## src/rtl/atm_pkg.sv

```systemverilog
// What this block does
// RL1 - clock digit 0, 1, 2 picks a 1 ms, 1 s or 1 min tick
// RL2 - clock code 3 counts first timer cycle pulses, second and third timers only
// RL3 - clock code 4 counts second timer cycle pulses, third timer only
// RL4 - start code 0 starts on an edge of the start terminal function
// RL5 - start code 1 starts when the drive goes from stopped to running
// RL6 - start code 2 starts when the drive goes from running to stopped
// RL7 - start code 3 starts second or third timer together with the first
// RL8 - start code 4 starts second or third timer on first timer cycle pulse
// RL9 - start code 5 starts third timer on second timer cycle pulse
// RL10 - reset clears count and flags; reset code 0 takes the terminal function
// RL11 - reset code 1 resets the timer automatically when the cycle is reached
// RL12 - reset code 2 resets the timer automatically when it stops
// RL13 - cycle code 0 runs one cycle, then needs reset and new start
// RL14 - cycle code 1 clears the count at cycle end and keeps timing
// RL15 - cycle length 0 to 65535 ticks, default 30000
// RL16 - each timer has its own four-digit mode, all digits default zero
// RL17 - compare threshold capped at cycle length, default 10000, event on equality
// RL18 - output codes 0, 1, 2: half-second pulse, level, toggle on compare
// RL19 - codes 3, 4, 5 same on cycle end; code 6 toggles on either
// RL20 - gating code 0 none; others gate from terminal or earlier timer events
// RL21 - running timer adds one per tick, pulses once at cycle length
// RL22 - trigger pins are synchronised and edge detected, one event per edge
package atm_pkg;
  localparam int unsigned NUM_TMR = 3;
  localparam int unsigned ADDR_W = 8;
  localparam int unsigned CLK_PERIOD_NS = 8;
  localparam int unsigned TICK_MS_NS = 1000000;
  localparam int unsigned MS_CYC = (TICK_MS_NS + CLK_PERIOD_NS - 1) / CLK_PERIOD_NS;
  localparam logic [9:0] MS_PER_S = 10'h3e8;
  localparam logic [5:0] S_PER_MIN = 6'h3c;
  localparam logic [8:0] HALF_MS = 9'h1f4;
  localparam logic [15:0] MODE_RST = 16'h0000;
  localparam logic [15:0] CYC_RST = 16'h7530;
  localparam logic [15:0] CMP_RST = 16'h2710;
  localparam logic [11:0] GATE_RST = 12'h000;
  localparam logic [11:0] OSEL_RST = 12'h111;
  localparam logic [7:0] OFS_MODE0 = 8'h00;
  localparam logic [7:0] OFS_CYC0 = 8'h0c;
  localparam logic [7:0] OFS_CMP0 = 8'h18;
  localparam logic [7:0] OFS_GATE = 8'h24;
  localparam logic [7:0] OFS_OSEL = 8'h28;
  localparam logic [7:0] OFS_STAT0 = 8'h2c;
  localparam logic [7:0] OFS_STEP = 8'h04;
  localparam int unsigned MODE_CLK_LSB = 0;
  localparam int unsigned MODE_ST_LSB = 4;
  localparam int unsigned MODE_RS_LSB = 8;
  localparam int unsigned MODE_CY_LSB = 12;
  localparam int unsigned STAT_RUN_BIT = 16;
  localparam int unsigned STAT_CMP_BIT = 17;
  localparam int unsigned STAT_CYC_BIT = 18;
  localparam int unsigned STAT_OUT_BIT = 19;
  localparam logic [3:0] CLK_MS = 4'h0;
  localparam logic [3:0] CLK_SEC = 4'h1;
  localparam logic [3:0] CLK_MIN = 4'h2;
  localparam logic [3:0] CLK_T1CYC = 4'h3;
  localparam logic [3:0] CLK_T2CYC = 4'h4;
  localparam logic [3:0] ST_TERM = 4'h0;
  localparam logic [3:0] ST_RUN = 4'h1;
  localparam logic [3:0] ST_STOP = 4'h2;
  localparam logic [3:0] ST_T1SYNC = 4'h3;
  localparam logic [3:0] ST_T1CYC = 4'h4;
  localparam logic [3:0] ST_T2CYC = 4'h5;
  localparam logic [3:0] RS_TERM = 4'h0;
  localparam logic [3:0] RS_CYC = 4'h1;
  localparam logic [3:0] RS_STOP = 4'h2;
  localparam logic [3:0] CY_SINGLE = 4'h0;
  localparam logic [3:0] CY_MULTI = 4'h1;
  localparam logic [3:0] OUT_CMP_PLS = 4'h0;
  localparam logic [3:0] OUT_CMP_LVL = 4'h1;
  localparam logic [3:0] OUT_CMP_TGL = 4'h2;
  localparam logic [3:0] OUT_CYC_PLS = 4'h3;
  localparam logic [3:0] OUT_CYC_LVL = 4'h4;
  localparam logic [3:0] OUT_CYC_TGL = 4'h5;
  localparam logic [3:0] OUT_ANY_TGL = 4'h6;
  localparam logic [3:0] GT_NONE = 4'h0;
  localparam logic [3:0] GT_TERM = 4'h1;
  localparam logic [3:0] GT_T1CMP = 4'h2;
  localparam logic [3:0] GT_T1CYC = 4'h3;
  localparam logic [3:0] GT_T2CMP = 4'h4;
  localparam logic [3:0] GT_T2CYC = 4'h5;

  typedef struct packed {
    logic [15:0] cnt;
    logic run;
    logic cmp_f;
    logic cyc_f;
    logic out;
    logic [8:0] half;
  } atm_tmr_s;
endpackage

```

## src/rtl/atm_top.sv

```systemverilog
// The APB slave port and the address map were decided locally.
module atm_top #(
  parameter int unsigned MS_CYCLES = atm_pkg::MS_CYC
) (
  // clock and reset
  input wire logic clk_sys_i,
  input wire logic srst_i,
  // apb slave
  input wire logic psel_i,
  input wire logic penable_i,
  input wire logic pwrite_i,
  input wire logic [atm_pkg::ADDR_W-1:0] paddr_i,
  input wire logic [31:0] pwdata_i,
  output logic [31:0] prdata_o,
  output logic pready_o,
  output logic pslverr_o,
  // terminal functions and drive state
  input wire logic [2:0] start_term_i,
  input wire logic [2:0] reset_term_i,
  input wire logic [2:0] gate_term_i,
  input wire logic drive_run_i,
  // timer outputs
  output logic [2:0] timer_out_o
);
  import atm_pkg::*;

  typedef struct packed {
    logic [2:0][15:0] mode;
    logic [2:0][15:0] cyc;
    logic [2:0][15:0] cmp;
    logic [11:0] gate;
    logic [11:0] osel;
    atm_tmr_s [2:0] tmr;
    logic run_q;
    logic [2:0] st_q;
    logic [2:0] rs_q;
    logic [31:0] rdata;
    logic ready;
    logic err;
  } atm_top_s;

  atm_top_s s_r;
  atm_top_s s_nxt;
  logic ms_tk;
  logic sec_tk;
  logic min_tk;
  logic [9:0] pin_lvl;
  logic run_lvl;
  logic [2:0] st_lvl;
  logic [2:0] rs_lvl;
  logic [2:0] gt_lvl;
  logic [2:0] tk;
  logic [2:0] st_ev;
  logic [2:0] rs_ev;
  logic [2:0] cmp_ev;
  logic [2:0] cyc_ev;
  logic [2:0] adv;

  atm_tick #(
    .MS_CYCLES(MS_CYCLES)
  ) u_tick (
    .clk_sys_i(clk_sys_i),
    .srst_i(srst_i),
    .ms_o(ms_tk),
    .sec_o(sec_tk),
    .min_o(min_tk)
  );

  atm_sync #(
    .W(10)
  ) u_sync (
    .clk_sys_i(clk_sys_i),
    .srst_i(srst_i),
    .pin_i({gate_term_i, reset_term_i, start_term_i, drive_run_i}),
    .lvl_o(pin_lvl)
  );

  assign {gt_lvl, rs_lvl, st_lvl, run_lvl} = pin_lvl;

  always_comb
  begin
    atm_tmr_s t;
    logic [3:0] clk_c;
    logic [3:0] st_c;
    logic [3:0] rs_c;
    logic [3:0] cy_c;
    logic [3:0] gt_c;
    logic [3:0] oc;
    logic [15:0] cmp_eff;
    logic [16:0] nx;
    logic gopen;
    logic pe;
    logic acc;
    logic wr;
    logic hit;
    logic [31:0] rd;
    t = '0;
    clk_c = '0;
    st_c = '0;
    rs_c = '0;
    cy_c = '0;
    gt_c = '0;
    oc = '0;
    cmp_eff = '0;
    nx = '0;
    gopen = 1'b0;
    pe = 1'b0;
    acc = 1'b0;
    wr = 1'b0;
    hit = 1'b0;
    rd = '0;
    s_nxt = s_r;
    tk = '0;
    st_ev = '0;
    rs_ev = '0;
    cmp_ev = '0;
    cyc_ev = '0;
    adv = '0;
    // later timers read the events of earlier ones in the same cycle
    for (int i = 0; i < NUM_TMR; i++)
    begin
      clk_c = s_r.mode[i][MODE_CLK_LSB +: 4];
      st_c = s_r.mode[i][MODE_ST_LSB +: 4];
      rs_c = s_r.mode[i][MODE_RS_LSB +: 4];
      cy_c = s_r.mode[i][MODE_CY_LSB +: 4];
      gt_c = s_r.gate[i*4 +: 4];
      oc = s_r.osel[i*4 +: 4];
      cmp_eff = (s_r.cmp[i] > s_r.cyc[i]) ? s_r.cyc[i] : s_r.cmp[i]; // RL17
      case (clk_c)
        CLK_MS: tk[i] = ms_tk; // RL1
        CLK_SEC: tk[i] = sec_tk; // RL1
        CLK_MIN: tk[i] = min_tk; // RL1
        CLK_T1CYC: tk[i] = (i > 0) && cyc_ev[0]; // RL2
        CLK_T2CYC: tk[i] = (i > 1) && cyc_ev[1]; // RL3
        default: tk[i] = 1'b0;
      endcase
      // gates naming the timer itself or a later one are treated as open
      case (gt_c)
        GT_TERM: gopen = gt_lvl[i]; // RL20
        GT_T1CMP: gopen = (i > 0) ? s_r.tmr[0].cmp_f : 1'b1; // RL20
        GT_T1CYC: gopen = (i > 0) ? s_r.tmr[0].cyc_f : 1'b1; // RL20
        GT_T2CMP: gopen = (i > 1) ? s_r.tmr[1].cmp_f : 1'b1; // RL20
        GT_T2CYC: gopen = (i > 1) ? s_r.tmr[1].cyc_f : 1'b1; // RL20
        default: gopen = 1'b1; // RL20
      endcase
      case (st_c)
        ST_TERM: st_ev[i] = st_lvl[i] && !s_r.st_q[i]; // RL4
        ST_RUN: st_ev[i] = run_lvl && !s_r.run_q; // RL5
        ST_STOP: st_ev[i] = !run_lvl && s_r.run_q; // RL6
        ST_T1SYNC: st_ev[i] = (i > 0) && st_ev[0]; // RL7
        ST_T1CYC: st_ev[i] = (i > 0) && cyc_ev[0]; // RL8
        ST_T2CYC: st_ev[i] = (i > 1) && cyc_ev[1]; // RL9
        default: st_ev[i] = 1'b0;
      endcase
      rs_ev[i] = (rs_c == RS_TERM) && rs_lvl[i] && !s_r.rs_q[i]; // RL10
      t = s_r.tmr[i];
      if (rs_ev[i])
      begin
        t.cnt = '0; // RL10
        t.cmp_f = 1'b0;
        t.cyc_f = 1'b0;
      end
      if (st_ev[i])
        t.run = 1'b1;
      adv[i] = t.run && tk[i] && gopen;
      if (adv[i])
      begin
        nx = {1'b0, t.cnt} + 17'h1; // RL21
        cmp_ev[i] = (nx == {1'b0, cmp_eff}); // RL17
        cyc_ev[i] = (nx >= {1'b0, s_r.cyc[i]}); // RL21
        t.cnt = nx[15:0];
        if (cyc_ev[i])
        begin
          if (cy_c == CY_MULTI || rs_c == RS_CYC)
          begin
            t.cnt = '0; // RL14 RL11
            t.cmp_f = 1'b0;
          end
          else
            t.cnt = s_r.cyc[i];
          if (cy_c != CY_MULTI)
            t.run = 1'b0; // RL13
        end
        // a flag set by this tick survives any clear in the same cycle
        t.cmp_f = t.cmp_f || cmp_ev[i];
        t.cyc_f = t.cyc_f || cyc_ev[i]; // RL21
      end
      if (rs_c == RS_STOP && s_r.tmr[i].run && !t.run)
      begin
        t.cnt = '0; // RL12
        t.cmp_f = cmp_ev[i];
        t.cyc_f = cyc_ev[i];
      end
      if (ms_tk && t.half != '0)
        t.half = t.half - 9'h1;
      pe = 1'b0;
      case (oc)
        OUT_CMP_PLS: pe = cmp_ev[i]; // RL18
        OUT_CMP_LVL: t.out = t.cmp_f; // RL18
        OUT_CMP_TGL: t.out = t.out ^ cmp_ev[i]; // RL18
        OUT_CYC_PLS: pe = cyc_ev[i]; // RL19
        OUT_CYC_LVL: t.out = t.cyc_f; // RL19
        OUT_CYC_TGL: t.out = t.out ^ cyc_ev[i]; // RL19
        OUT_ANY_TGL: t.out = t.out ^ (cmp_ev[i] || cyc_ev[i]); // RL19
        default: t.out = 1'b0;
      endcase
      if (pe)
        t.half = HALF_MS;
      if (oc == OUT_CMP_PLS || oc == OUT_CYC_PLS)
        t.out = (t.half != '0);
      s_nxt.tmr[i] = t;
    end
    s_nxt.run_q = run_lvl;
    s_nxt.st_q = st_lvl; // RL22
    s_nxt.rs_q = rs_lvl; // RL22
    // one wait state: read data is caught in the first access cycle, write data in the second
    acc = psel_i && penable_i;
    wr = acc && s_r.ready && pwrite_i;
    for (int i = 0; i < NUM_TMR; i++)
    begin
      if (paddr_i == OFS_MODE0 + OFS_STEP * 8'(i))
      begin
        hit = 1'b1;
        rd[15:0] = s_r.mode[i];
        if (wr)
          s_nxt.mode[i] = pwdata_i[15:0]; // RL16
      end
      if (paddr_i == OFS_CYC0 + OFS_STEP * 8'(i))
      begin
        hit = 1'b1;
        rd[15:0] = s_r.cyc[i];
        if (wr)
          s_nxt.cyc[i] = pwdata_i[15:0]; // RL15
      end
      if (paddr_i == OFS_CMP0 + OFS_STEP * 8'(i))
      begin
        hit = 1'b1;
        rd[15:0] = s_r.cmp[i];
        if (wr)
          s_nxt.cmp[i] = pwdata_i[15:0];
      end
      if (paddr_i == OFS_STAT0 + OFS_STEP * 8'(i))
      begin
        hit = 1'b1;
        rd[15:0] = s_r.tmr[i].cnt;
        rd[STAT_RUN_BIT] = s_r.tmr[i].run;
        rd[STAT_CMP_BIT] = s_r.tmr[i].cmp_f;
        rd[STAT_CYC_BIT] = s_r.tmr[i].cyc_f;
        rd[STAT_OUT_BIT] = s_r.tmr[i].out;
      end
    end
    if (paddr_i == OFS_GATE)
    begin
      hit = 1'b1;
      rd[11:0] = s_r.gate;
      if (wr)
        s_nxt.gate = pwdata_i[11:0];
    end
    if (paddr_i == OFS_OSEL)
    begin
      hit = 1'b1;
      rd[11:0] = s_r.osel;
      if (wr)
        s_nxt.osel = pwdata_i[11:0];
    end
    s_nxt.ready = acc && !s_r.ready;
    if (acc && !s_r.ready)
    begin
      s_nxt.rdata = pwrite_i ? 32'h0 : rd;
      s_nxt.err = !hit;
    end
  end

  always_ff @(posedge clk_sys_i)
  begin
    if (srst_i)
    begin
      s_r <= '0;
      s_r.mode <= {NUM_TMR{MODE_RST}}; // RL16
      s_r.cyc <= {NUM_TMR{CYC_RST}}; // RL15
      s_r.cmp <= {NUM_TMR{CMP_RST}}; // RL17
      s_r.gate <= GATE_RST;
      s_r.osel <= OSEL_RST;
    end
    else
      s_r <= s_nxt;
  end

  assign prdata_o = s_r.rdata;
  assign pready_o = s_r.ready;
  assign pslverr_o = s_r.err;

  for (genvar g = 0; g < NUM_TMR; g++)
  begin : g_out
    assign timer_out_o[g] = s_r.tmr[g].out;
  end

  a_ms_spacing: assert property (@(posedge clk_sys_i) disable iff (srst_i) // RL1
    ms_tk |=> !ms_tk [*8])
    else $error("ms ticks too close");
  a_chain_count: assert property (@(posedge clk_sys_i) disable iff (srst_i) // RL2
    (s_r.mode[1][3:0] == CLK_T1CYC && s_r.gate[7:4] == GT_NONE && s_r.tmr[1].run
     && cyc_ev[0] && !rs_ev[1] && !cyc_ev[1])
    |=> s_r.tmr[1].cnt == $past(s_r.tmr[1].cnt) + 16'h1)
    else $error("second timer missed chained tick");
  a_run_start: assert property (@(posedge clk_sys_i) disable iff (srst_i) // RL5
    (s_r.mode[0][7:4] == ST_RUN && run_lvl && !s_r.run_q && !cyc_ev[0]) |=> s_r.tmr[0].run)
    else $error("no start on stop to run");
  a_sync_start: assert property (@(posedge clk_sys_i) disable iff (srst_i) // RL7
    (s_r.mode[1][7:4] == ST_T1SYNC && st_ev[0] && !cyc_ev[1]) |=> s_r.tmr[1].run)
    else $error("second timer not started with first");
  a_reset_clears: assert property (@(posedge clk_sys_i) disable iff (srst_i) // RL10
    (rs_ev[0] && !adv[0]) |=> (s_r.tmr[0].cnt == 16'h0 && !s_r.tmr[0].cmp_f && !s_r.tmr[0].cyc_f))
    else $error("reset left count or flags");
  a_single_stop: assert property (@(posedge clk_sys_i) disable iff (srst_i) // RL13
    (cyc_ev[0] && s_r.mode[0][15:12] == CY_SINGLE) |=> !s_r.tmr[0].run)
    else $error("single cycle timer kept running");
  a_multi_wrap: assert property (@(posedge clk_sys_i) disable iff (srst_i) // RL14
    (cyc_ev[0] && s_r.mode[0][15:12] == CY_MULTI) |=> (s_r.tmr[0].run && s_r.tmr[0].cnt == 16'h0))
    else $error("multi cycle timer did not wrap");
  a_cmp_bound: assert property (@(posedge clk_sys_i) disable iff (srst_i) // RL17
    cmp_ev[0] |-> (17'(s_r.tmr[0].cnt) + 17'h1 <= 17'(s_r.cyc[0])))
    else $error("compare event above cycle length");
  a_half_pulse: assert property (@(posedge clk_sys_i) disable iff (srst_i) // RL18
    (s_r.osel[3:0] == OUT_CMP_PLS && cmp_ev[0]) |=> timer_out_o[0] [*8])
    else $error("compare pulse too short");
  a_cycle_flag: assert property (@(posedge clk_sys_i) disable iff (srst_i) // RL21
    cyc_ev[0] |=> s_r.tmr[0].cyc_f)
    else $error("cycle flag not set");
  a_edge_once: assert property (@(posedge clk_sys_i) disable iff (srst_i) // RL22
    (s_r.mode[0][7:4] == ST_TERM && st_ev[0]) |=> !(s_r.mode[0][7:4] == ST_TERM && st_ev[0]))
    else $error("one edge gave two starts");
endmodule

```

## src/rtl/atm_sync.sv

```systemverilog
module atm_sync #(
  parameter int unsigned W = 1
) (
  // clock and reset
  input wire logic clk_sys_i,
  input wire logic srst_i,
  // pins and clean levels
  input wire logic [W-1:0] pin_i,
  output logic [W-1:0] lvl_o
);
  import atm_pkg::*;

  typedef struct packed {
    logic [W-1:0] s1;
    logic [W-1:0] s2;
    logic [W-1:0] s3;
    logic [W-1:0] lvl;
  } atm_sync_s;

  atm_sync_s s_r;
  atm_sync_s s_nxt;

  always_comb
  begin
    s_nxt = s_r;
    s_nxt.s1 = pin_i;
    s_nxt.s2 = s_r.s1;
    s_nxt.s3 = s_r.s2;
    // a change is taken only once two later stages agree
    for (int b = 0; b < W; b++)
    begin
      if (s_r.s2[b] == s_r.s3[b])
        s_nxt.lvl[b] = s_r.s3[b]; // RL22
    end
  end

  always_ff @(posedge clk_sys_i)
  begin
    if (srst_i)
      s_r <= '0;
    else
      s_r <= s_nxt;
  end

  assign lvl_o = s_r.lvl;
endmodule

```

## src/rtl/atm_tick.sv

```systemverilog
module atm_tick #(
  parameter int unsigned MS_CYCLES = atm_pkg::MS_CYC
) (
  // clock and reset
  input wire logic clk_sys_i,
  input wire logic srst_i,
  // one-cycle tick pulses
  output logic ms_o,
  output logic sec_o,
  output logic min_o
);
  import atm_pkg::*;

  typedef struct packed {
    logic [31:0] pre;
    logic [9:0] ms;
    logic [5:0] sec;
    logic ms_tk;
    logic sec_tk;
    logic min_tk;
  } atm_tick_s;

  atm_tick_s s_r;
  atm_tick_s s_nxt;

  // seconds and minutes chain off the ms tick, so all three stay phase aligned
  always_comb
  begin
    s_nxt = s_r;
    s_nxt.ms_tk = 1'b0;
    s_nxt.sec_tk = 1'b0;
    s_nxt.min_tk = 1'b0;
    if (s_r.pre == MS_CYCLES - 1)
    begin
      s_nxt.pre = '0;
      s_nxt.ms_tk = 1'b1; // RL1
      if (s_r.ms == MS_PER_S - 10'h1)
      begin
        s_nxt.ms = '0;
        s_nxt.sec_tk = 1'b1; // RL1
        if (s_r.sec == S_PER_MIN - 6'h1)
        begin
          s_nxt.sec = '0;
          s_nxt.min_tk = 1'b1; // RL1
        end
        else
          s_nxt.sec = s_r.sec + 6'h1;
      end
      else
        s_nxt.ms = s_r.ms + 10'h1;
    end
    else
      s_nxt.pre = s_r.pre + 32'h1;
  end

  always_ff @(posedge clk_sys_i)
  begin
    if (srst_i)
      s_r <= '0;
    else
      s_r <= s_nxt;
  end

  assign ms_o = s_r.ms_tk;
  assign sec_o = s_r.sec_tk;
  assign min_o = s_r.min_tk;
endmodule

```

## config.mk

```make
export PLATFORM = sky130hd
export DESIGN_NAME = atm_top
export DESIGN_NICKNAME = d
export VERILOG_FILES = /design/src/rtl/atm_pkg.sv /design/src/rtl/atm_top.sv /design/src/rtl/atm_sync.sv /design/src/rtl/atm_tick.sv
export SDC_FILE = /design/constraint.sdc
export NUM_CORES = 1
export LEC_CHECK = 0
export BUFFER_PORTS_ARGS = -buffer_cell sky130_fd_sc_hd__buf_2
export CAP_MARGIN = 20
export CORE_MARGIN = 3
export CORE_UTILIZATION = 57
export CTS_BUF_LIST = sky130_fd_sc_hd__clkbuf_16
export CTS_CLUSTER_DIAMETER = 50
export DETAILED_ROUTE_END_ITERATION = 6
export MAX_ROUTING_LAYER = met4
export PLACE_DENSITY = 0.81
export SETUP_SLACK_MARGIN = 0.15
export SYNTH_ARGS = -nofsm -noshare
export SYNTH_HDL_FRONTEND = slang
export SYNTH_SLANG_ARGS = --single-unit
```

## constraint.sdc

```tcl
create_clock -name clk_sys_i -period 4.8 [get_ports clk_sys_i]
set_clock_uncertainty 0.05 [all_clocks]
set_input_delay 1.44 -clock clk_sys_i [delete_from_list [all_inputs] [get_ports clk_sys_i]]
set_output_delay 1.44 -clock clk_sys_i [all_outputs]
set_load 0.01 [all_outputs]
```

; ---- Yosys cells after proc, flatten, opt, wreduce, memory -nomap -nowiden
; Index checks and enable logic that the tools add are counted.
[word_totals]
out_inout_bits = 37
elab_cells = 366
register_bits = 387
inputBits = 55
[classes]
n_eq_ne = 91
bitwise_logic = 11
magnitude_cmp = 6
addsub = 9
reduce_logical = 98
n_mux = 97
[ops]
columns = op, count
row1 = 16-bit 2-to-1 mux, 18
row2 = 18-bit 2-to-1 mux, 6
row3 = "4-bit by 2-bit == test with 1-bit output, second input constant", 23
row4 = 20-bit 2-to-1 mux, 4
row5 = "4-bit by 1-bit == test with 1-bit output, second input constant", 18
row6 = "4-bit by 3-bit == test with 1-bit output, second input constant", 15
row7 = 19-bit 2-to-1 mux, 3
row8 = 9-bit 2-to-1 mux, 6
row9 = 9-bit nonzero test, 6
row10 = "16-bit by 1-bit adder with 17-bit output, second input constant", 3
row11 = 17-bit by 16-bit == test with 1-bit output, 3
row12 = 17-bit by 16-bit >= comparator with 1-bit output, 3
row13 = "8-bit by 6-bit == test with 1-bit output, second input constant", 6
row14 = 16-bit greater-than comparator, 3
row15 = 4-bit zero test, 12
row16 = 1-bit 2-to-1 mux, 34
row17 = "32-bit by 1-bit adder with 32-bit output, second input constant", 1
row18 = "32-bit by 17-bit == test with 1-bit output, second input constant", 1
row19 = "8-bit by 5-bit == test with 1-bit output, second input constant", 4
row20 = 1-bit logical AND, 30
row21 = "9-bit by 1-bit subtractor with 9-bit output, second input constant", 3
row22 = 12-bit 2-to-1 mux, 2
row23 = 1-bit one-hot mux with 6 select lines, 4
row24 = 2-bit AND reduction, 12
row25 = 24 further kinds, 92

; ---- Logic depth before layout (Yosys ltp)
; Gate-level depths: netlist of the first run.
[depth]
ltp_word = 24
ltp_mapped = 25
ltp_nobuf = 23

; ---- By module
; From an unflattened synthesis of the first run, not the netlist that was laid out.
[unflattened]
cells_unflattened = 2978
hier_area_um2 = 22554.1
[by_module_without_submodules]
columns = module, n_inst, area_per_inst_um2, seq_area_each_um2, cells_each
row1 = atm_top, 1, 18925.7, 5685.5, 2578
row2 = atm_tick, 1, 2407.3, 1021.0, 286
row3 = atm_sync, 1, 1221.2, 800.8, 114

; ---- Least setup slack after synthesis of the first run
; No wires, ideal clock.
[synth_timing]
path_kind = reg-to-reg
from = reg u_sync.s_r (netlist bit u_sync.lvl_o[4])
to = reg s_r[117] (netlist bit)
setup_ns = 0.117
path_slack_ns = -0.227
synth_period_minus_slack_ns = 5.027
arrival_time_ns = 4.859
required_ns = 4.633
path_stages_with_launch = 22
path_buffers = 3
path_cell_list = dfxtp_1 nor3b_1 nand2_1 buf_2 and2_1 ha_1 nand4_1 o21ai_0 a21oi_1 ha_1 a211oi_1 nor2_1 o31ai_1 a41oi_2 a32oi_2 o21ba_2 a32oi_1 clkbuf_1 clkbuf_1 nor2_1 a31oi_1 nor2_1
[synth_via]
elab_chain_cells = 20
word_cells_on_any_way = 24
cone_classes = add/sub: 1 / order compare: 1 / mux: 13 / reduce/logical: 9
[synth_rtl]
columns = element, line
row1 = start: declaration, atm_sync.sv:20  ; atm_sync_s s_r;
row2 = start signal: assignment, atm_sync.sv:42  ; s_r <= s_nxt;
row3 = 1-bit logical AND (*) (2 in a row), atm_top.sv:155  ; rs_ev[i] = (rs_c == RS_TERM) && rs_lvl[i] && !s_r.rs_q[i];
row4 = 16-bit 2-to-1 mux (*), atm_top.sv:157  ; if (rs_ev[i])
row5 = 16-bit by 1-bit adder with 17-bit output (*), atm_top.sv:168  ; nx = {1'b0, t.cnt} + 17'h1;
row6 = 17-bit by 16-bit >= comparator with 1-bit output (*), atm_top.sv:170  ; cyc_ev[i] = (nx >= {1'b0, s_r.cyc[i]});
row7 = 1-bit 2-to-1 mux (*), atm_top.sv:166  ; if (adv[i])
row8 = 1-bit one-hot mux with 5 select lines, atm_top.sv:146  ; case (st_c)
row9 = 1-bit 2-to-1 mux, atm_top.sv:163  ; if (st_ev[i])
row10 = 1-bit logical AND (2 in a row), atm_top.sv:165  ; adv[i] = t.run && tk[i] && gopen;
row11 = (+2 left out), n/a
row12 = 1-bit 2-to-1 mux, atm_top.sv:163
row13 = 1-bit 2-to-1 mux, atm_top.sv:181  ; if (cy_c != CY_MULTI)
row14 = 18-bit 2-to-1 mux, atm_top.sv:172  ; if (cyc_ev[i])
row15 = 18-bit 2-to-1 mux, atm_top.sv:166
row16 = 19-bit 2-to-1 mux (*), atm_top.sv:166
row17 = 1-bit zero test, atm_top.sv:188  ; if (rs_c == RS_STOP && s_r.tmr[i].run && !t.run)
row18 = 1-bit logical AND, atm_top.sv:188
row19 = 2-bit OR reduction (no source line), n/a
row20 = end signal: assignment, atm_top.sv:286  ; s_r <= s_nxt;
row21 = end: declaration, atm_top.sv:42  ; atm_top_s s_r;
; Every way passes the cells marked *; elsewhere a longest branch is shown, timed or not. The select of a mux whose other input is x is not followed.
; A chain may end at the register's enable or synchronous reset.

; ---- Final worst setup path of the first run
[layout_timing]
from = reg s_r[275] (netlist bit)
to = reg s_r[73] (netlist bit)
[layout_via]
elab_chain_cells = 9
word_cells_on_any_way = 11
cone_classes = add/sub: 1 / order compare: 1 / eq/ne: 1 / mux: 5 / reduce/logical: 3
[layout_rtl]
columns = element, line
row1 = 4-bit zero test (*), atm_top.sv:155
row2 = 1-bit logical AND (*) (2 in a row), atm_top.sv:155
row3 = 16-bit 2-to-1 mux (*), atm_top.sv:157
row4 = 16-bit by 1-bit adder with 17-bit output (*), atm_top.sv:168
row5 = 17-bit by 16-bit >= comparator with 1-bit output or 17-bit by 16-bit == test with 1-bit output (tied branches), "atm_top.sv:170, atm_top.sv:169"
row6 = 1-bit 2-to-1 mux, atm_top.sv:166
row7 = 1-bit one-hot mux with 2 select lines (*), atm_top.sv:197  ; case (oc)
row8 = 9-bit 2-to-1 mux (*), atm_top.sv:207  ; if (pe)
; Every way passes the cells marked *; elsewhere a longest branch is shown, timed or not.

==> results of run 1 <==
cells in the mapped netlist (9+ instances only):
cell / number / area (sq um)
nand2_1: 486 / 1820
o211ai_1: 18 / 135
a22o_1: 9 / 78.8
buf_4: 36 / 270
inv_1: 122 / 458
xor2_1: 62 / 543
a21o_1: 21 / 158
nand2b_1: 16 / 100
a2111oi_0: 19 / 166
and2_1: 14 / 87.6
nor2_1: 305 / 1140
or3_1: 11 / 68.8
a211o_1: 19 / 166
mux2i_1: 15 / 150
a211oi_1: 28 / 210
clkbuf_1: 131 / 492
nor2b_1: 49 / 307
or4_1: 10 / 75.1
a222oi_1: 15 / 150
o21a_1: 11 / 82.6
buf_2: 10 / 50.1
nand4_1: 43 / 269
nor4_1: 33 / 206
and3_1: 20 / 125
a31oi_1: 60 / 375
and4_1: 10 / 87.6
xnor2_1: 60 / 526
o21ai_0: 77 / 385
nor4b_1: 14 / 123
a21oi_1: 275 / 1380
nand3_1: 86 / 430
o31ai_1: 10 / 75.1
o22ai_1: 9 / 56.3
dfxtp_1: 375 / 7510
ha_1: 105 / 1310
a22oi_1: 52 / 390
nand3b_1: 27 / 203
nor3_1: 68 / 340
a221oi_1: 28 / 245
where the power goes:
part	total [W]	switching (W)	leakage [nW]	internal, W
combinational	0.000203	0.000158	6.64	0.0000455
sequential	0.00313	0.00000820	3.03	0.00313
clock	0.00340	0.00145	0.726	0.00195
flip-flops by register name, summed over array words and instances, names as in the netlist:
| signal | cells |
|---|---|
| pready_o | 1 |
| timer_out_o | 3 |
| u_sync.s_nxt | 20 |
| u_tick.s_r | 48 |
| u_tick.min_o | 1 |
| s_r | 259 |
| u_sync.lvl_o | 10 |
| pslverr_o | 1 |
| prdata_o | 20 |
| u_tick.sec_o | 1 |
| u_sync.s_r | 10 |
| u_tick.ms_o | 1 |
metal layers:
layer	share of wire, %	wire, um
met1	39	33600
met2	43	37600
met3	11	9490
met4	7.4	6470
met5	0	0
cell type report:
class	instances	area [sq um]	area share, %
multi-input combinational	2239	14100	52.8
clock buffer	45	1130	4.21
timing repair buffer	335	2520	9.43
inverter	124	465	1.74
clock inverter	34	349	1.31
tap	511	639	2.39
sequential	375	7520	28.1
worst paths after layout:
| kind | start | to | slack (ps) | cells after the start |
|---|---|---|---|---|
| worst max-delay path | s_r[275]$_SDFFE_PP0P_ | s_r[73]$_SDFF_PP0_ | 30 | 27 |
| worst min-delay path | u_sync.s_nxt[29]$_SDFF_PP0_ | u_sync.s_nxt[19]$_SDFF_PP0_ | 390 | 1 |
| worst max register to register | s_r[275]$_SDFFE_PP0P_ | s_r[73]$_SDFF_PP0_ | 30 | 27 |
| worst min register to register | u_sync.s_nxt[29]$_SDFF_PP0_ | u_sync.s_nxt[19]$_SDFF_PP0_ | 390 | 1 |
logic make-up after synthesis:
logic type / Yosys count / share of synthesized area (%)
adder cells (fa/ha/maj): 105 / 5.93
multiplexers: 20 / 0.931
buffers and inverters: 307 / 5.94
AO/OA/AOI/OAI: 737 / 22.0
XOR/XNOR: 124 / 4.99
AND/OR/NAND/NOR: 1239 / 26.4
other: 1 / 0.0169
flip-flops: 375 / 33.9
critical path, stage by stage, from the launching register on:
cell	delay, ps
dfxtp_2	320
or3_4	380
or4b_4	560
and2_4	210
ha_4	160
nand2_4	70
nor2_2	40
nand3_2	120
buf_4	120
buf_4	90
buf_4	90
buf_4	100
buf_4	100
buf_4	90
buf_4	90
buf_4	90
buf_4	90
buf_4	90
buf_4	110
nor2_2	90
nor2_2	210
nand3_2	90
nor3_2	120
nand3_1	110
buf_6	160
or3_4	350
a211o_4	380
and3_4	180
repair_timing:
action                     CTS  global route
setup endpoints to repair   51            64
pin swaps                   37            33
gates resized for setup     50            90
cloned                       2             2
buffers inserted            33            14
per-stage QoR:
stage               utilization [%]  instance area, sq um  total power [W]  std cells  hold slack (ps)
floorplan                         -                 22300          0.00331       2919              364
global placement               63.4                 24100          0.00338       3528              372
detailed placement             63.5                 24100          0.00339       3530              371
CTS                            68.8                 26100          0.00673       3644              387
global route                   70.3                 26700          0.00687       3663              405
finish                         70.3                 26700          0.00674       3663              390
==> reports/qor.yml, run 1 <==
grt_busiest_layer: "met2"
seq_area_frac_synth_pct: 33.9
wl_um: 87200
htree_levels: 2
port_buffers: 63
antennaDiodeCount: 0
vias_per_cell: 6.55
fin_nets: 3280
clk_pin_slew_ps: 60
critPathMaxFanout: 5
drive_gt1_share_pct: 18.0
maxCapViolCount: 0
io_pins: 92
synthDistinctLibCells: 103
clock-sinks: 375
fin_setup_tns_ps: 0
grt-ovfl-total: 0
drt-wirelength-per-cell_um: 23.8
drc: 5
setup_viol: 0
power_leakage_nw: 10.4
grt_pass1_vias: 22387
final_common_cell: "nand2_1"
relSlewSlack_pct: 23.8
critPathRequiredTime_ps: 5250
slew_viol_final: 0
cts_hold_buf: 0
rsz0062_at_grt: "yes"
synthFlopType: "dfxtp_1"
finalCritPeriodShare_pct: 99.4
cts_buffers: 45
crit_path_end_kind: "register"
pre_cts_slack_ps: -269
worst_pin_slew_ps: 1130
area_delta_synth_final_pct: 20.6
grtUsageMet3_pct: 7.53
violations: "design-rule violations"
nFillCells: 3117
worst_skew_pair.late_latency_ps: 610
criticalPathCategory: "register to register"
synth.avg_cell_area_sq_um: 7.62
drtIter0Drc: 3447
track_usage_pct: 41.5
gp_congestion: 1.05
rows: 71
fin_crit_ps: 4770
via_count: 23997
fmax_ghz: 0.210
arrival_ps: 5220
p_per_area_nw_per_um2: 252
syn_area_sq_um: 22200
clk_path_buf_depth: 3
die-area_sq_um: 41300
status: "complete, but fails checks"
cts_tree: "built"
grt_max_degree: 99
fp.coreArea_sq_um: 38000
ys_ff_latch: 375
synth_edf_count: 0
fin_ws_ps: 30.1
die_x_um: 203
grt_use_met1_pct: 53.1
async_flop_share_pct: 0
peakVddDrop_uv: 293
grt.met2_usage_pct: 61.6
antenna_found_initial: 1
ant_nets: 0
yosys_warnings: 0
final-hold-violation-count: 0
mostFrequentLayoutCells: "nand2_1 (481), dfxtp_1 (368), nor2_1 (293)"
hp-class: "register to register"
start_util_pct: 58.3
grt_pass1_wl_um: 130000
syn_inst: 2908
ctsRootBufferMaster: "clkbuf_16"
startpoint_type: "register"
first_pass_iters: 7
dieHeight_um: 203
hpwl_um: 61700
No activity file was read; power rests on OpenSTA's default activity.
==> run 2: changes to the inputs <==
Settings changed: CORE_UTILIZATION 57 to 50, PLACE_DENSITY 0.81 to 0.73.
==> run 2 against run 1 <==
  * The run ends with design-rule violations, negative setup slack left
  * Sequential power about the same
  * Combinational power is 3% lower
  * Worst setup slack worse by 33 ps
  * Via count is 2.7% lower
  * Count of clock-buffer cells in the layout grew 1
  * Utilization shrank 9.9 points
  * Cell count rose by 1.1%
  * Worst hold slack lost 5.0 ps
  * Sequential share of layout area is 0.48 points higher
  * Total power is 1.3% higher
  * Fmax down 0.69%
  * Flip-flop and latch count unchanged
  * Critical path type unchanged
==> reports/qor.yml, run 2 (synthesis gave the netlist of run 1 again) <==
status: "complete, but fails checks"
violations: "design-rule violations, negative setup slack"
gp_congestion: 1.01  # -3.4%
area_delta_synth_final_pct: 18.5
top_regs: "s_r x259, u_tick.s_r x48"
vias_per_cell: 6.31  # -3.7%
drt-wirelength-per-cell_um: 22.9  # -3.7%
hp-class: "register to register"
relSlewSlack_pct: 16.9  # -6.8 points
fp.coreArea_sq_um: 43500  # +14%
fin_crit_ps: 4800  # +33.0 ps
cp_top_family: "compound AO/OA/AOI/OAI gates"
arrival_ps: 5280  # +60 ps
cts_tree: "built"
grt_pass1_wl_um: 128000  # -2.0%
finalCritPeriodShare_pct: 100  # +0.69 points
fin_ws_ps: -2.97  # -33.0 ps
min_to: "u_sync.s_nxt[13]$_SDFF_PP0_"
crit_start: "s_r[274]$_SDFFE_PP0P_"
path_buf_inv: 0  # -12
p_per_area_nw_per_um2: 260  # +3.1%
mostFrequentLayoutCells: "nand2_1 (482), dfxtp_1 (371), nor2_1 (293)"
nFillCells: 3970  # +27%
drc: 15  # +10
critical_path.max_stage_delay_ps: 620  # +60 ps
regMostFlops: "s_r"
drtIter0Drc: 3066  # -11%
grt-ovfl-total: 0  # unchanged
dieHeight_um: 217  # +6.6%
reg2reg_from: "s_r[274]$_SDFFE_PP0P_"
place_area_sq_um: 24100  # about the same
port_buffers: 63  # unchanged
fmax_ghz: 0.208  # -0.69%
first_pass_iters: 7  # unchanged
die_x_um: 217  # +6.6%
clk_pin_slew_ps: 60  # about the same
critPathRequiredTime_ps: 5280  # +30 ps
power_leakage_nw: 10.2  # -2.2%
worst_skew_pair.late_latency_ps: 610  # about the same
cts_hold_buf: 0  # unchanged
wl_um: 84800  # -2.7%
drive_gt1_share_pct: 16.0  # -1.9 points
die-area_sq_um: 46900  # +14%
clk_path_buf_depth: 3  # unchanged
criticalPathCategory: "register to register"
io_pins: 92  # unchanged
worst_pin_slew_ps: 1240  # +114 ps
maxCapViolCount: 0  # unchanged
via_count: 23360  # -2.7%
crit_slowest_cell: "or4b_4"
whs_path_depth: 1  # unchanged
hold_start: "u_sync.s_nxt[23]$_SDFF_PP0_"
ant_nets: 0  # unchanged
antenna_found_initial: 1  # unchanged
final_common_cell: "nand2_1"
largest_register_ffs: 259  # unchanged
path_cells: "or3_4 > or4b_4 > and2_4 > ha_4 > nand2_4 > nor2_2 > nand3_2 > xor2_2 > nor2_4 > ha_4 > o21a_1 > o21a_1 > a211o_1 > a31o_4 > o21ba_4 > a32oi_4 > nor2_2 > a2111oi_4 > a21oi_2 > a221oi_2"
rsz0062_at_grt: "yes"
track_usage_pct: 35.9  # -5.6 points
final-hold-violation-count: 0  # unchanged
setup_viol: 1  # +1
grt_pass1_vias: 21613  # -3.5%
startpoint_type: "register"
cts_buffers: 46  # +2.2%
hold_slack_ps: 385  # -5.04 ps
final_cell_area_sq_um: 26300  # -1.7%
ff2ff_path_depth: 20  # -26%
ctsRootBufferMaster: "clkbuf_16"
htree_levels: 2  # unchanged
fin_nets: 3240  # -1.2%
crit_path_end_kind: "register"
grt_max_degree: 99  # unchanged
hpwl_um: 61500  # -0.28%
r2r_slack_ps: -3  # -30 ps
rows: 76  # +7.0%
start_util_pct: 51.0  # -7.3 points
clock-sinks: 375  # unchanged
critPathMaxFanout: 4  # -1
slew_viol_final: 0  # unchanged
timing.rr.end: "timer_out_o[2]$_SDFF_PP0_"
peakVddDrop_uv: 272  # -7.3%
==> run 2: cell count changes in the layout (fill, tap and decap cells not counted), moves of 4 or more <==
cell      change
buf_4        -35
a21oi_1      +12
a21oi_2      -12
clkinv_2      +6
nand3_1       +5
clkinv_1      -4
inv_6         +4
==> run 2: where the power goes <==
group | internal [W] | total, W | switching [W]
Clock | 0.00200 | 0.00350 | 0.00150
Combinational | 0.0000432 | 0.000197 | 0.000154
Sequential | 0.00313 | 0.00313 | 0.00000752
==> run 2: final cells by class <==
class / count / area, sq um / share of cell area (%)
Timing Repair Buffer: 295 / 2190 / 8.32
Clock inverter: 38 / 355 / 1.35
Sequential cell: 375 / 7510 / 28.6
Inverter: 124 / 465 / 1.77
Clock buffer: 46 / 1150 / 4.38
Antenna cell: 1 / 2.50 / 0.00952
Multi-Input combinational cell: 2238 / 13900 / 52.8
Tap cell: 585 / 732 / 2.79
==> run 2: worst max-delay path by stage <==
stage / to / slack [ps] / cells past startpoint
6_report: timer_out_o[2]$_SDFF_PP0_ / -3 / 20
3_5_place_dp: timer_out_o[1]$_SDFF_PP0_ / -150 / 23
4_1_cts: s_r[70]$_SDFF_PP0_ / 50 / 23
2_1_floorplan: timer_out_o[2]$_SDFF_PP0_ / 150 / 22
3_3_place_gp: timer_out_o[1]$_SDFF_PP0_ / -90 / 23
5_1_grt: timer_out_o[2]$_SDFF_PP0_ / -200 / 23
==> run 2: metal layers <==
metal,global-route usage [%],up-vias,wire length (um)
li1,-,10716,-
met1,46.6,10986,34100
met2,54.4,1330,36800
met3,5.90,328,8680
met4,17.8,0,5270
met5,-,-,0
==> run 2: through the flow <==
step | utilization (%) | setup TNS, ps | setup slack (ps) | total power, W | instances
after floorplan | - | 0 | 151 | 0.00331 | 2919
after global placement | 55.5 | -374 | -87.5 | 0.00339 | 3594
after detailed placement | 55.5 | -1150 | -155 | 0.00339 | 3595
after CTS | 59.6 | 0 | 50.6 | 0.00685 | 3687
after global routing | 60.5 | -1580 | -197 | 0.00700 | 3702
final | 60.5 | -2.97 | -2.97 | 0.00683 | 3702
==> run 2: repair_timing <==
item                       4_1_cts  5_1_grt
gates resized for setup         34       52
gates cloned                     2        1
setup endpoints to repair       38       55
pin swaps                       11       31
setup buffers                    6       11
==> run 2: worst register-to-register path, cell delays in order, from the launching register on <==
cell and delay, ps:
dfxtp_2 320, or3_4 380, or4b_4 620, and2_4 210, ha_4 170, nand2_4 80, nor2_2 40, nand3_2 90
xor2_2 180, nor2_4 70, ha_4 250, o21a_1 100, o21a_1 210, a211o_1 310, a31o_4 260, o21ba_4 230
a32oi_4 320, nor2_2 110, a2111oi_4 400, a21oi_2 130, a221oi_2 230
